<file path="src/logic/twsrp_pkg.sv">
// Purpose: Shared constants for the two-wire slave register port
// Assumes: Core clock mclk at 25 MHz
// Notes:   Timeout counts derive from the time in microseconds
package twsrp_pkg;

  // ----------------------------------------------------------------------
  // Addressing
  // ----------------------------------------------------------------------
  localparam logic [4:0] TWSRP_ADDR_HI     = 5'h13;  // 1,0,0,1,1
  localparam logic [7:0] TWSRP_CFG_REG     = 8'h27;  // Configuration register
  localparam int         TWSRP_CFG_TO_BIT  = 7;      // Timeout disable bit
  localparam logic [7:0] TWSRP_CFG_RST     = 8'h00;  // Timeout enabled
  localparam logic [7:0] TWSRP_PTR_RST     = 8'h00;

  // ----------------------------------------------------------------------
  // Timing
  // ----------------------------------------------------------------------
  localparam int TWSRP_CLK_KHZ     = 25000;
  localparam int TWSRP_TIMEOUT_US  = 31000;
  localparam int TWSRP_TIMEOUT_CYC =
    (TWSRP_TIMEOUT_US / 1000) * TWSRP_CLK_KHZ;
  localparam int TWSRP_TO_W        = 20;

  // ----------------------------------------------------------------------
  // Buffering
  // ----------------------------------------------------------------------
  localparam int TWSRP_FIFO_DEPTH  = 8;
  localparam int TWSRP_FIFO_WIDTH  = 16;       // Register index + data

  typedef enum logic [2:0] {
    TWSRP_IDLE,
    TWSRP_ADDR,
    TWSRP_ACK,
    TWSRP_WRX,
    TWSRP_RTX,
    TWSRP_RACK,
    TWSRP_IGN
  } twsrp_state_e;

endpackage

</file>
<file path="src/logic/twsrp_fifo.sv">
// Purpose: Small valid/ready FIFO with registered read data
// Assumes: Single clock, write and read may coincide
// Notes:   Occupancy is the pointer gap plus the registered head word
`timescale 1ns/1ps
module twsrp_fifo
#(
  parameter int WIDTH = 16,
  parameter int DEPTH = 8
)
(
  // Clock and reset
  input  wire logic             mclk,
  input  wire logic             nrst,
  // Filling side
  input  wire logic             in_valid,
  output logic                  in_ready,
  input  wire logic [WIDTH-1:0] in_data,
  // Draining side
  output logic                  out_valid,
  input  wire logic             out_ready,
  output logic      [WIDTH-1:0] out_data
);

  localparam int AW = $clog2(DEPTH);

  logic [WIDTH-1:0] mem [DEPTH];
  logic [AW:0]      wp_r;
  logic [AW:0]      rp_r;
  logic [AW:0]      cnt;
  logic             push;
  logic             pop;

  // Occupancy counts the head register too, so DEPTH words at most
  assign cnt      = wp_r - rp_r + (AW+1)'(out_valid);
  assign in_ready = (cnt != (AW+1)'(DEPTH)) ? 1'b1 : 1'b0;
  assign push     = in_valid & in_ready;
  assign pop      = out_valid & out_ready;

  // Storage
  always_ff @(posedge mclk)
  begin
    if (push)
      mem[wp_r[AW-1:0]] <= in_data;
  end

  // Write pointer
  always_ff @(posedge mclk or negedge nrst)
  begin
    if (!nrst)
      wp_r <= '0;
    else if (push)
      wp_r <= wp_r + (AW+1)'(1);
  end

  // Read pointer and registered head word
  always_ff @(posedge mclk or negedge nrst)
  begin
    if (!nrst)
    begin
      rp_r      <= '0;
      out_valid <= 1'b0;
      out_data  <= '0;
    end
    else if (!out_valid || out_ready)
    begin
      if (rp_r != wp_r)
      begin
        out_data  <= mem[rp_r[AW-1:0]];
        out_valid <= 1'b1;
        rp_r      <= rp_r + (AW+1)'(1);
      end
      else
        out_valid <= 1'b0;
    end
  end

endmodule

</file>
<file path="src/logic/twsrp_top.sv">
// Purpose: Two-wire slave with register pointer and bus timeout
// Assumes: SCL and SDA are asynchronous pins, sampled by mclk
// Notes:   Written bytes leave through a FIFO; reads use rd_data
`timescale 1ns/1ps
module twsrp_top
#(
  parameter int TIMEOUT_CYC = twsrp_pkg::TWSRP_TIMEOUT_CYC
)
(
  // Clock and reset
  input  wire logic       mclk,
  input  wire logic       nrst,
  // Two-wire pins
  input  wire logic       scl_in,
  input  wire logic       sda_in,
  output logic            sda_out,
  output logic            sda_oe,
  // Address select decoded level pair
  input  wire logic [1:0] slave_addr_select_pin,
  // Register write stream
  output logic            wr_valid,
  input  wire logic       wr_ready,
  output logic [7:0]      wr_index,
  output logic [7:0]      wr_data,
  // Register read port
  output logic [7:0]      rd_index,
  input  wire logic [7:0] rd_data,
  // Status
  output logic            busy,
  output logic            timeout_en
);
  import twsrp_pkg::*;

  // ----------------------------------------------------------------------
  // Pin synchronisers and edges
  // ----------------------------------------------------------------------
  logic [1:0] scl_s_r;
  logic [1:0] sda_s_r;
  logic       scl_d_r;
  logic       sda_d_r;
  logic [1:0] sel_m_r;
  logic [1:0] sel_r;

  // Two flops on each pin, then one delayed copy for edges
  always_ff @(posedge mclk or negedge nrst)
  begin
    if (!nrst)
    begin
      scl_s_r <= 2'h3;
      sda_s_r <= 2'h3;
      scl_d_r <= 1'b1;
      sda_d_r <= 1'b1;
      sel_m_r <= 2'h0;
      sel_r   <= 2'h0;
    end
    else
    begin
      scl_s_r <= {scl_s_r[0], scl_in};
      sda_s_r <= {sda_s_r[0], sda_in};
      scl_d_r <= scl_s_r[1];
      sda_d_r <= sda_s_r[1];
      sel_m_r <= slave_addr_select_pin;  // Select pin is asynchronous
      sel_r   <= sel_m_r;
    end
  end

  logic scl;
  logic sda;
  logic scl_rise;
  logic scl_fall;
  logic start_ev;
  logic stop_ev;

  assign scl      = scl_s_r[1];
  assign sda      = sda_s_r[1];
  assign scl_rise = scl & ~scl_d_r;
  assign scl_fall = ~scl & scl_d_r;
  assign start_ev = scl & scl_d_r & sda_d_r & ~sda;
  assign stop_ev  = scl & scl_d_r & ~sda_d_r & sda;

  // ----------------------------------------------------------------------
  // Byte engine
  // ----------------------------------------------------------------------
  twsrp_state_e state_r;
  logic [7:0]   sh_r;
  logic [3:0]   bit_r;
  logic         rnw_r;
  logic         first_r;
  logic         ack_drv_r;
  logic [7:0]   ptr_r;
  logic [7:0]   cfg_r;
  logic         to_fire;
  logic         fifo_in_ready;
  logic         push_r;
  logic [15:0]  push_word_r;
  logic [6:0]   my_addr;

  // Own address from fixed bits and select pin
  assign my_addr = {TWSRP_ADDR_HI, sel_r};

  // Pointer increment shared by reads and writes
  function automatic logic [7:0] ptr_inc(input logic [7:0] p);
    ptr_inc = p + 8'h01;
  endfunction

  // Main receive and transmit sequencer
  always_ff @(posedge mclk or negedge nrst)
  begin
    if (!nrst)
    begin
      state_r   <= TWSRP_IDLE;
      sh_r      <= 8'h00;
      bit_r     <= 4'h0;
      rnw_r     <= 1'b0;
      first_r   <= 1'b0;
      ack_drv_r <= 1'b0;
      ptr_r     <= TWSRP_PTR_RST;
      push_r    <= 1'b0;
      push_word_r <= 16'h0000;
    end
    else
    begin
      push_r <= 1'b0;
      if (to_fire)
      begin
        state_r   <= TWSRP_IDLE;
        ack_drv_r <= 1'b0;
      end
      else if (start_ev)
      begin
        state_r   <= TWSRP_ADDR;
        bit_r     <= 4'h0;
        ack_drv_r <= 1'b0;
      end
      else if (stop_ev)
      begin
        state_r   <= TWSRP_IDLE;
        ack_drv_r <= 1'b0;
      end
      else
      begin
        case (state_r)
          TWSRP_ADDR, TWSRP_WRX:
          begin
            if (scl_rise)
            begin
              sh_r  <= {sh_r[6:0], sda};
              bit_r <= bit_r + 4'h1;
            end
            else if (scl_fall && bit_r == 4'h8)
            begin
              bit_r <= 4'h0;
              if (state_r == TWSRP_ADDR)
              begin
                if (sh_r[7:1] == my_addr)
                begin
                  rnw_r     <= sh_r[0];
                  first_r   <= 1'b1;
                  ack_drv_r <= 1'b1;
                  state_r   <= TWSRP_ACK;
                end
                else
                  state_r <= TWSRP_IGN;
              end
              else if (first_r)
              begin
                ptr_r     <= sh_r;
                first_r   <= 1'b0;
                ack_drv_r <= 1'b1;
                state_r   <= TWSRP_ACK;
              end
              else if (fifo_in_ready)
              begin
                push_r      <= 1'b1;
                push_word_r <= {ptr_r, sh_r};
                ptr_r       <= ptr_inc(ptr_r);
                ack_drv_r   <= 1'b1;
                state_r     <= TWSRP_ACK;
              end
              else
                state_r <= TWSRP_IGN;  // Full buffer: no ack
            end
          end
          TWSRP_ACK:
          begin
            // Ack held low across the ninth high phase
            if (scl_fall)
            begin
              ack_drv_r <= 1'b0;
              if (rnw_r)
              begin
                sh_r      <= rd_data;
                ptr_r     <= ptr_inc(ptr_r);
                ack_drv_r <= ~rd_data[7];
                state_r   <= TWSRP_RTX;
              end
              else
                state_r <= TWSRP_WRX;
            end
          end
          TWSRP_RTX:
          begin
            // Shift changes only on SCL falling edges
            if (scl_fall)
            begin
              if (bit_r == 4'h7)
              begin
                bit_r     <= 4'h0;
                ack_drv_r <= 1'b0;
                state_r   <= TWSRP_RACK;
              end
              else
              begin
                bit_r     <= bit_r + 4'h1;
                sh_r      <= {sh_r[6:0], 1'b0};
                ack_drv_r <= ~sh_r[6];
              end
            end
          end
          TWSRP_RACK:
          begin
            if (scl_rise && sda)
              state_r <= TWSRP_IGN;  // Master nack ends the read
            else if (scl_fall)
            begin
              sh_r      <= rd_data;
              ptr_r     <= ptr_inc(ptr_r);
              ack_drv_r <= ~rd_data[7];
              state_r   <= TWSRP_RTX;
            end
          end
          default:
            ack_drv_r <= 1'b0;
        endcase
      end
    end
  end

  assign rd_index = ptr_r;
  assign busy     = (state_r != TWSRP_IDLE) && (state_r != TWSRP_IGN);

  // Open-drain drive: only ever pulls low
  assign sda_out = 1'b0;
  assign sda_oe  = ack_drv_r;

  // ----------------------------------------------------------------------
  // Configuration register copy and timeout
  // ----------------------------------------------------------------------
  logic                  cfg_hit;
  logic [TWSRP_TO_W-1:0] to_cnt_r;

  assign cfg_hit = push_r && push_word_r[15:8] == TWSRP_CFG_REG;

  // Shadow of the configuration register written over the bus
  always_ff @(posedge mclk or negedge nrst)
  begin
    if (!nrst)
      cfg_r <= TWSRP_CFG_RST;
    else if (cfg_hit)
      cfg_r <= push_word_r[7:0];
  end

  assign timeout_en = ~cfg_r[TWSRP_CFG_TO_BIT];

  // Stall counter: restarts on START and on any SCL edge
  always_ff @(posedge mclk or negedge nrst)
  begin
    if (!nrst)
      to_cnt_r <= '0;
    else if (start_ev || scl_rise || scl_fall || !busy)
      to_cnt_r <= '0;
    else if (to_cnt_r != TWSRP_TO_W'(TIMEOUT_CYC))
      to_cnt_r <= to_cnt_r + TWSRP_TO_W'(1);
  end

  assign to_fire = timeout_en && busy
                && (to_cnt_r == TWSRP_TO_W'(TIMEOUT_CYC));

  // ----------------------------------------------------------------------
  // Write stream buffer
  // ----------------------------------------------------------------------
  logic [15:0] fifo_out;

  twsrp_fifo #(
    .WIDTH (TWSRP_FIFO_WIDTH),
    .DEPTH (TWSRP_FIFO_DEPTH)
  ) i_twsrp_fifo (
    .mclk      (mclk),
    .nrst      (nrst),
    .in_valid  (push_r),
    .in_ready  (fifo_in_ready),
    .in_data   (push_word_r),
    .out_valid (wr_valid),
    .out_ready (wr_ready),
    .out_data  (fifo_out)
  );

  assign wr_index = fifo_out[15:8];
  assign wr_data  = fifo_out[7:0];

endmodule
</file>
<file path="config.mk">
export PLATFORM = sky130hd
export DESIGN_NAME = twsrp_top
export DESIGN_NICKNAME = d
export VERILOG_FILES = /design/src/logic/twsrp_pkg.sv /design/src/logic/twsrp_fifo.sv /design/src/logic/twsrp_top.sv
export SDC_FILE = /design/constraint.sdc
export NUM_CORES = 1
export LEC_CHECK = 0
export BUFFER_PORTS_ARGS = -buffer_cell sky130_fd_sc_hd__buf_4
export CORE_ASPECT_RATIO = 1.5
export CORE_MARGIN = 1
export CORE_UTILIZATION = 60
export CTS_BUF_LIST = sky130_fd_sc_hd__clkbuf_8
export CTS_CLUSTER_DIAMETER = 50
export DETAILED_ROUTE_END_ITERATION = 8
export GPL_TIMING_DRIVEN = 0
export PLACE_DENSITY_LB_ADDON = 0.05
export RECOVER_POWER = 50
export SYNTH_ARGS = -nofsm -noshare
export SYNTH_HDL_FRONTEND = slang
export SYNTH_SLANG_ARGS = --single-unit
</file>
<file path="constraint.sdc">
create_clock -name mclk -period 5.4 [get_ports mclk]
set_clock_uncertainty 0.05 [all_clocks]
set_input_delay 1.08 -clock mclk [delete_from_list [all_inputs] [get_ports mclk]]
set_output_delay 1.08 -clock mclk [all_outputs]
set_load 0.1 [all_outputs]
</file>
==> results.toml, run 1 <==
[routing]
dr.pass1.iters = 5
drc = 0
ant_nets = 0
wl_um = 21300
vias_per_cell = 6.05
drt_iter0_drc = 362
wire_per_inst_um = 20.7
vias = 6235

[pwr]
p_clk_frac = 0.246
p_int_mw = 3.44
comb_power_share = 0.376
seq_power_share = 0.378
ir_drop_uv = 388
switchingPower_mw = 2.29
cellPowerDensity_mw_per_mm2 = 500
totalPowerFinal_mw = 5.73
p_sw_frac = 0.400
p_leak_nw = 4.28

[worst_setup_path]
max_stage_delay_ns = 0.61
cp.arrival_ns = 4.78
path_class = "flop to flop"
path_cells = "clkbuf_1 > clkbuf_1 > inv_1 > ha_1 > ha_1 > a21o_1 > a21oi_1 > xnor2_1 > nand2_1 > nand2_1 > nor4b_2 > buf_4 > buf_4"
cp_max_fo = 10
crit_required_ns = 5.57
cp_top_family = "buffers and inverters"
critical_path_buf_inv_count = 5
setup.worst_path.start_class = "flop"
endpoint_kind = "flop"
cp_slowest_cell = "clkbuf_1"

[sta]
rsz0062_at_grt = "false"
timing.fmax_ghz = 0.217
worst_pin_slew_ns = 2.06
max-slew-margin-rel = -0.374
fin_ws_ns = 0.785
fin_setup_tns_ns = 0
hold_viol_final = 0
finalCritPeriodShare = 0.855
period_minus_slack_ns = 4.62
slew_violations = 84
setup_violations = 0

[synthesis]
avgSynthCellArea_um2 = 14.2
synth_edf_count = 128
yosysTopAreaCellShare = 0.382
seq_area_frac_synth = 0.629
synth_area_mm2 = 0.0101
synth_top_area_cell = "edfxtp_1"
syn_inst = 708
synth_flop_cell = "edfxtp_1"
ys_ff_latch = 227
synthDistinctLibCells = 82
ys_warn_count = 0
synthesis.nets = 737
synth_top_cells_by_area = "edfxtp_1, dfrtp_1, mux4_2"
async_flop_share = 0.436

[layout]
fin_area_mm2 = 0.0115
final_net_count = 827
drive_gt1_frac = 0.248
mostFrequentLayoutCells = "edfxtp_1, dfrtp_1, nand2_1, nor2_1, buf_4"
n_antenna_cell = 0
utilization = 0.702
final_common_cell = "edfxtp_1"
syn_to_final_growth_pct = 13.9

[cts]
path_clk_slew_ns = 0.06
insertion_delay_ns = 0.52
cts_made_buffers = 35
htree_levels = 2
cts.repair.resized = 0
clock-sinks = 227
cts_tree = "built"
hold_buffers = 0
cts-root-buf = "clkbuf_8"
cts_buffer_depth = 3
post_cts_buffers = 0

[floorplanning]
dieArea_mm2 = 0.0173
die_h_um = 161
die_x_um = 108
start_util = 0.616
ios = 44
rows = 57
core_mm2 = 0.0163

[placed_design]
dp_hpwl_um = 15000
placed_cell_area_mm2 = 0.0108
numPortBuffers = 42
routabilityCongestion = 0.879
pre_cts_ws_ns = 0.780

[global_route]
overflow = 0
grt_pass1_vias = 6505
grt_max_degree = 100
track_usage = 0.262
grt_pass1_wl_um = 34300
antenna_found_initial = 0

[worst_hold_path]
hold_path.class = "flop to flop"

[flow_run]
maxCapViolations = 1

[run_status]
outcome = "complete, but fails checks"
violations = "capacitance limit, slew limit"
final timing paths:
path / from / endpoint / slack, ns / cells after the start
min reg2reg: sel_m_r[0] / sel_r[0] / 0.29 / 0
max reg2reg: i_twsrp_fifo.rp_r[1] / i_twsrp_fifo.mem[1][2] / 0.78 / 13
max in group asynchronous: nrst / sel_r[1] / 2.05 / 2
min: sel_m_r[0] / sel_r[0] / 0.29 / 0
max: i_twsrp_fifo.rp_r[1] / i_twsrp_fifo.mem[1][2] / 0.78 / 13
min in group asynchronous: nrst / i_twsrp_fifo.rp_r[2] / 0.67 / 1
per-layer routing:
layer  part of all wire  vias up  global-route usage
met2               0.54      170               0.464
met5                  0        -                   0
met3              0.039       64              0.0381
met1               0.38     3158               0.312
li1                   -     2843                   -
met4              0.040        0               0.119
Yosys cell counts (2+ instances only):
| library cell | n |
|---|---|
| buf_2 | 7 |
| inv_1 | 20 |
| or3_1 | 4 |
| a31oi_1 | 20 |
| o21ai_1 | 3 |
| dfrtp_1 | 93 |
| and2_1 | 2 |
| o31ai_1 | 5 |
| nor2_1 | 53 |
| o31a_1 | 2 |
| a21oi_1 | 14 |
| edfxtp_1 | 128 |
| mux2i_1 | 3 |
| nor2b_1 | 5 |
| nor3b_1 | 4 |
| mux2_2 | 12 |
| nand4b_1 | 4 |
| buf_4 | 3 |
| and4_1 | 2 |
| nand2_1 | 59 |
| ha_1 | 13 |
| nand4_1 | 9 |
| o211ai_2 | 2 |
| and3_1 | 9 |
| clkbuf_1 | 21 |
| o22ai_1 | 4 |
| xnor2_1 | 13 |
| xor2_1 | 16 |
| buf_6 | 2 |
| a2bb2oi_1 | 4 |
| nand3b_1 | 4 |
| nor3_1 | 10 |
| a211oi_1 | 3 |
| dfstp_2 | 6 |
| mux2_4 | 19 |
| mux2_1 | 6 |
| nor4_1 | 5 |
| nand2b_1 | 7 |
| nor4b_1 | 2 |
| nand3_1 | 21 |
| o21ai_0 | 17 |
| mux4_2 | 32 |
sequential cells by signal, summed over array words and instances, names as in the netlist:
| signal | flops |
|---|---|
| first_r | 1 |
| i_twsrp_fifo.mem | 128 |
| to_cnt_r | 20 |
| push_word_r | 16 |
| sel_r | 2 |
| i_twsrp_fifo.rp_r | 4 |
| sda_s_r | 2 |
| sh_r | 8 |
| rnw_r | 1 |
| scl_d_r | 1 |
| sda_d_r | 1 |
| scl_s_r | 2 |
| sda_oe | 1 |
| cfg_r | 1 |
| sel_m_r | 2 |
| state_r | 3 |
| bit_r | 4 |
| i_twsrp_fifo.out_valid | 1 |
| rd_index | 8 |
| push_r | 1 |
| i_twsrp_fifo.out_data | 16 |
| i_twsrp_fifo.wp_r | 4 |
power groups by stage:
stage,Combinational [mW],Clock (mW),Sequential (mW)
floorplan,1.12,0,2.70
global placement,2.13,0,2.19
CTS,2.17,1.43,2.16
detailed placement,2.16,0,2.20
finish,2.15,1.41,2.16
global route,2.31,1.51,2.18
cells by family after synthesis:
| logic type | after synthesis | synth area share |
|---|---|---|
| DFF | 227 | 0.629 |
| AOI/OAI and AO/OA | 90 | 0.0604 |
| xor gates and xnor gates | 29 | 0.0252 |
| other | 1 | 0.000373 |
| and+or+nand+nor | 220 | 0.120 |
| muxes | 72 | 0.123 |
| buffers and inverters | 55 | 0.0240 |
| adders and majority gates | 14 | 0.0182 |
layout make-up:
class                      count  area, um2
clock inverter                26        170
timing repair buffer          53        407
buffer                        34        163
multi-input combinational    426       3530
fill                        1099       4870
sequential                   227       6330
tap                          206        258
clock buffer                  38        523
inverter                      21       78.8
metrics by stage:
stage / instances / hold slack (ns)
CTS: 1030 / 0.299
finish: 1031 / 0.295
floorplan: 708 / 0.281
detailed placement: 966 / 0.286
global placement: 956 / 0.282
global route: 1031 / 0.300
Power figures use the tool's default switching activity.
==> run 2: changes to the inputs <==
Settings changed: CORE_UTILIZATION 60 to 45.
==> run 2 against run 1 <==
The run still ends with capacitance limit, slew limit left; fmax shrank 5.7%; largest cell class unchanged; first-iteration DRC count shrank 2.8%; critical endpoint is now i_twsrp_fifo.mem[2][15]; routed wire length is 10% higher; sequential share of layout area fell by 0.38 points.
==> results.toml, run 2 (same netlist as run 1, synthesis figures left out) <==
[cts]
post_cts_buffers = 0
cts-root-buf = "clkbuf_8"
clock-sinks = 227
cts_tree = "built"
cts_made_buffers = 36
insertion_delay_ns = 0.54
cts_buffer_depth = 3
cts.repair.resized = 0
htree_levels = 2
hold_buffers = 0
path_clk_slew_ns = 0.06

[flow_run]
maxCapViolations = 1

[placed_design]
pre_cts_ws_ns = 0.384
dp_hpwl_um = 16100
routabilityCongestion = 0.891
numPortBuffers = 42

[worst_setup_path]
setup.worst_path.start_class = "flop"
cp_max_fo = 10
r2r_slack_ns = 0.51
endpoint_kind = "flop"
r2r_start = "i_twsrp_fifo.rp_r[1]"
path_class = "flop to flop"
timing.rr.end = "i_twsrp_fifo.mem[2][15]"
cp.arrival_ns = 5.08
crit_required_ns = 5.58
endpoint = "i_twsrp_fifo.mem[2][15]"
crit_start = "i_twsrp_fifo.rp_r[1]"
r2r.worst_path.cells = 13

[floorplanning]
start_util = 0.462
ios = 44
die_x_um = 124
rows = 66
die_h_um = 185
core_mm2 = 0.0218
dieArea_mm2 = 0.0230

[routing]
ant_nets = 0
drt_iter0_drc = 352
vias = 6157
drc = 0
dr.pass1.iters = 4
wire_per_inst_um = 21.3
wl_um = 23500
vias_per_cell = 5.59

[layout]
syn_to_final_growth_pct = 14.6
n_antenna_cell = 0
final_common_cell = "edfxtp_1"
mostFrequentLayoutCells = "edfxtp_1, dfrtp_1, nand2_1, nor2_1, buf_4"
final_net_count = 831
largest_reg_flops = 128
utilization = 0.529
drive_gt1_frac = 0.242

[sta]
setup_violations = 0
timing.fmax_ghz = 0.204
fin_ws_ns = 0.505
max-slew-margin-rel = -0.584
slew_violations = 91
hold_viol_final = 0
fin_setup_tns_ns = 0
worst_pin_slew_ns = 2.38
rsz0062_at_grt = "false"
period_minus_slack_ns = 4.89
finalCritPeriodShare = 0.906

[worst_hold_path]
hold_path.class = "flop to flop"

[global_route]
grt_max_degree = 100
grt_pass1_wl_um = 36700
track_usage = 0.217
overflow = 0
grt_pass1_vias = 6486
antenna_found_initial = 0

[pwr]
cellPowerDensity_mw_per_mm2 = 490
ir_drop_uv = 351
comb_power_share = 0.384
p_leak_nw = 4.30
p_clk_frac = 0.234
switchingPower_mw = 2.31
p_int_mw = 3.34
seq_power_share = 0.382
p_sw_frac = 0.409

[run_status]
violations = "capacitance limit, slew limit"
outcome = "complete, but fails checks"
==> run 2: cell types whose count changed in the layout (fill, tap and decap cells not counted), sizes merged <==
cell,delta
buf,+3
bufinv,-2
clkinv,-7
clkinvlp,-1
inv,+11
==> run 2: how the worst min path moves through the flow <==
stage | to | from | depth (start not counted)
floorplan | sel_r[0] | sel_m_r[0] | 0
global placement | sel_r[0] | sel_m_r[0] | 0
detailed placement | sel_r[0] | sel_m_r[0] | 0
CTS | sel_r[0] | sel_m_r[0] | 0
global route | scl_s_r[1] | scl_s_r[0] | 0
finish | sel_r[0] | sel_m_r[0] | 0
==> run 2: area by class of cell <==
type	instances	area [um2]
multi-input cells	426	3530
inverters	21	78.8
clock buffers	38	523
plain buffers	34	163
clock inverters	27	120
well taps	272	340
flip-flops and latches	227	6330
repair buffers	56	452
fillers	1857	10300
==> run 2: power by group through the flow <==
stage               logic (mW)  clock network (mW)  registers, mW
floorplan                 1.12                   0           2.70
global placement          2.17                   0           2.19
detailed placement        2.20                   0           2.20
CTS                       2.20                1.36           2.16
global route              2.34                1.44           2.19
finish                    2.17                1.32           2.16
==> run 2: stage by stage <==
step	instance area (um2)	hold slack, ns	cells	power [mW]
6_report	11500	0.297	1101	5.65
3_5_place_dp	10900	0.288	1035	4.39
2_1_floorplan	10100	0.281	708	3.82
4_1_cts	11500	0.301	1100	5.73
5_1_grt	11500	0.312	1101	5.96
3_3_place_gp	10700	0.290	1022	4.36
==> run 2: worst max-delay path, stage by stage (launching register included) <==
cell and delay [ns]:
dfrtp_1 0.34, clkbuf_1 0.37, clkbuf_1 0.64, inv_1 0.18, ha_1 0.37, ha_1 0.30
a21o_1 0.18, a21oi_1 0.18, xnor2_1 0.18, nand2_1 0.24, nand2_1 0.24, nor4b_2 0.82
buf_4 0.32, buf_6 0.16
==> run 2: per-layer routing <==
layer  GRT usage  part of all wire  wire length [um]
met1       0.252              0.39              9180
met2       0.399              0.55             13000
met5           0                 0                 0
met3      0.0326             0.032               760
met4      0.0776             0.023               544
==> run 3: changes to the inputs <==
Settings changed: BUFFER_PORTS_ARGS -buffer_cell sky130_fd_sc_hd__buf_4 to default, DONT_BUFFER_PORTS from default to 1.
==> run 3 against run 2 <==
The run now ends clean; non-clock buffer count fell by 43; worst setup slack got worse by 0.034 ns; via count fell by 1.2%; sequential share of layout area rose by 1.5 points; combinational power fell by 34%; first-iteration DRC count rose by 5.4%; core utilization fell by 1.4 points; sequential power rose by 27%; critical path type unchanged; largest power group is now registers.
==> results.toml, run 3 (same netlist as run 1, synthesis figures left out) <==
[run_status]
outcome = "complete, no violations"

[worst_setup_path]
cp_max_fo = 10
r2r_start = "i_twsrp_fifo.rp_r[2]"
path_class = "flop to flop"
endpoint_kind = "flop"
cp.arrival_ns = 5.09
crit_start = "i_twsrp_fifo.rp_r[2]"
r2r.worst_path.cells = 11
setup.worst_path.start_class = "flop"
crit_required_ns = 5.56
path_cells = "clkbuf_1 > clkinv_1 > clkbuf_1 > ha_1 > ha_1 > a21oi_1 > xnor2_1 > nand2_1 > nand2_1 > nor4b_2 > buf_4"
max_stage_delay_ns = 0.91
endpoint = "i_twsrp_fifo.mem[1][1]"
r2r_slack_ns = 0.47
timing.rr.end = "i_twsrp_fifo.mem[1][1]"
cp_slowest_cell = "nor4b_2"

[cts]
cts-root-buf = "clkbuf_8"
insertion_delay_ns = 0.52
cts_made_buffers = 36
cts.repair.resized = 0
hold_buffers = 0
path_clk_slew_ns = 0.07
post_cts_buffers = 0
cts_tree = "built"
clock-sinks = 227
cts_buffer_depth = 3
htree_levels = 2

[routing]
ant_nets = 0
dr.pass1.iters = 5
wl_um = 23300
drt_iter0_drc = 371
vias_per_cell = 5.75
wire_per_inst_um = 22.0
vias = 6085
drc = 0

[placed_design]
routabilityCongestion = 0.904
numPortBuffers = 0
pre_cts_ws_ns = 0.472
placed_cell_area_mm2 = 0.0106
dp_hpwl_um = 15800

[layout]
largest_reg_flops = 128
syn_to_final_growth_pct = 11.7
n_antenna_cell = 0
fin_area_mm2 = 0.0112
drive_gt1_frac = 0.204
utilization = 0.515
mostFrequentLayoutCells = "edfxtp_1, dfrtp_1, nand2_1, nor2_1, clkbuf_8"
n_fill_cell = 1915
final_net_count = 788
final_common_cell = "edfxtp_1"

[pwr]
ir_drop_uv = 286
totalPowerFinal_mw = 5.59
p_leak_nw = 4.11
cellPowerDensity_mw_per_mm2 = 497

[floorplanning]
start_util = 0.462
die_h_um = 185
die_x_um = 124
ios = 44
core_mm2 = 0.0218
dieArea_mm2 = 0.0230
rows = 66

[sta]
setup_violations = 0
hold_slack_ns = 0.203
hold_viol_final = 0
fin_ws_ns = 0.471
finalCritPeriodShare = 0.913
timing.fmax_ghz = 0.203
max-slew-margin-rel = 0.200
rsz0062_at_grt = "false"
period_minus_slack_ns = 4.93
worst_pin_slew_ns = 1.20
slew_violations = 0

[worst_hold_path]
hold_path.class = "input pin to asynchronous set/reset pin"

[global_route]
track_usage = 0.216
grt_pass1_vias = 6492
antenna_found_initial = 1
overflow = 0
grt_pass1_wl_um = 36500
grt_max_degree = 100

[flow_run]
maxCapViolations = 0
==> run 3: cell types whose count changed in the layout (fill, tap and decap cells not counted), sizes merged <==
cell	change
buf	-37
bufinv	+1
clkbuf	-3
clkinv	-3
inv	-1
==> run 3: area by class of cell <==
type | instances | area, um2 | share of cell area
clock buffer | 41 | 564 | 0.0502
multi-input combinational | 426 | 3510 | 0.313
tap | 272 | 340 | 0.0303
inverter | 21 | 78.8 | 0.00701
clock inverter | 24 | 126 | 0.0112
timing repair buffer | 13 | 124 | 0.0110
buffer | 34 | 163 | 0.0145
sequential | 227 | 6330 | 0.563
==> run 3: per-stage QoR <==
stage	setup TNS, ns	std cells
final	0	1058
after global routing	0	1058
after CTS	0	1058
after detailed placement	0	993
after global placement	-139.73	980
after floorplan	0	708
==> run 3: power breakdown <==
part / total, mW / internal, mW / switching (mW)
registers: 2.75 / 1.97 / 0.785
clock network: 1.40 / 0.743 / 0.658
logic: 1.44 / 0.598 / 0.839
==> run 3: metal layers <==
metal / routed length (um) / global-route usage / up-vias / share of wire
li1: - / - / 2767 / -
met3: 1040 / 0.0434 / 49 / 0.044
met1: 8770 / 0.243 / 3117 / 0.38
met5: 13 / 0 / - / 0.00056
met2: 12800 / 0.393 / 150 / 0.55
met4: 673 / 0.0852 / 2 / 0.029
==> run 3: critical path: cells and delay by family, from the launching register on <==
family	cells	cell delay, ns
DFF	1	0.33
buffers and inverters	4	1.70
and+or+nand+nor	3	1.42
xor gates and xnor gates	1	0.19
AOI/OAI and AO/OA	1	0.16
adders and majority gates	2	0.75
==> run 3: worst min-delay path by stage <==
stage          startpoint                        to  depth (start not counted)  slack [ns]
2_1_floorplan  sel_m_r[0]                  sel_r[0]                          0        0.28
3_3_place_gp   sel_m_r[0]                  sel_r[0]                          0        0.29
3_5_place_dp   sel_m_r[0]                  sel_r[0]                          0        0.29
4_1_cts              nrst  i_twsrp_fifo.out_data[1]                          0        0.17
5_1_grt              nrst  i_twsrp_fifo.out_data[5]                          0        0.18
6_report             nrst  i_twsrp_fifo.out_data[5]                          0        0.20
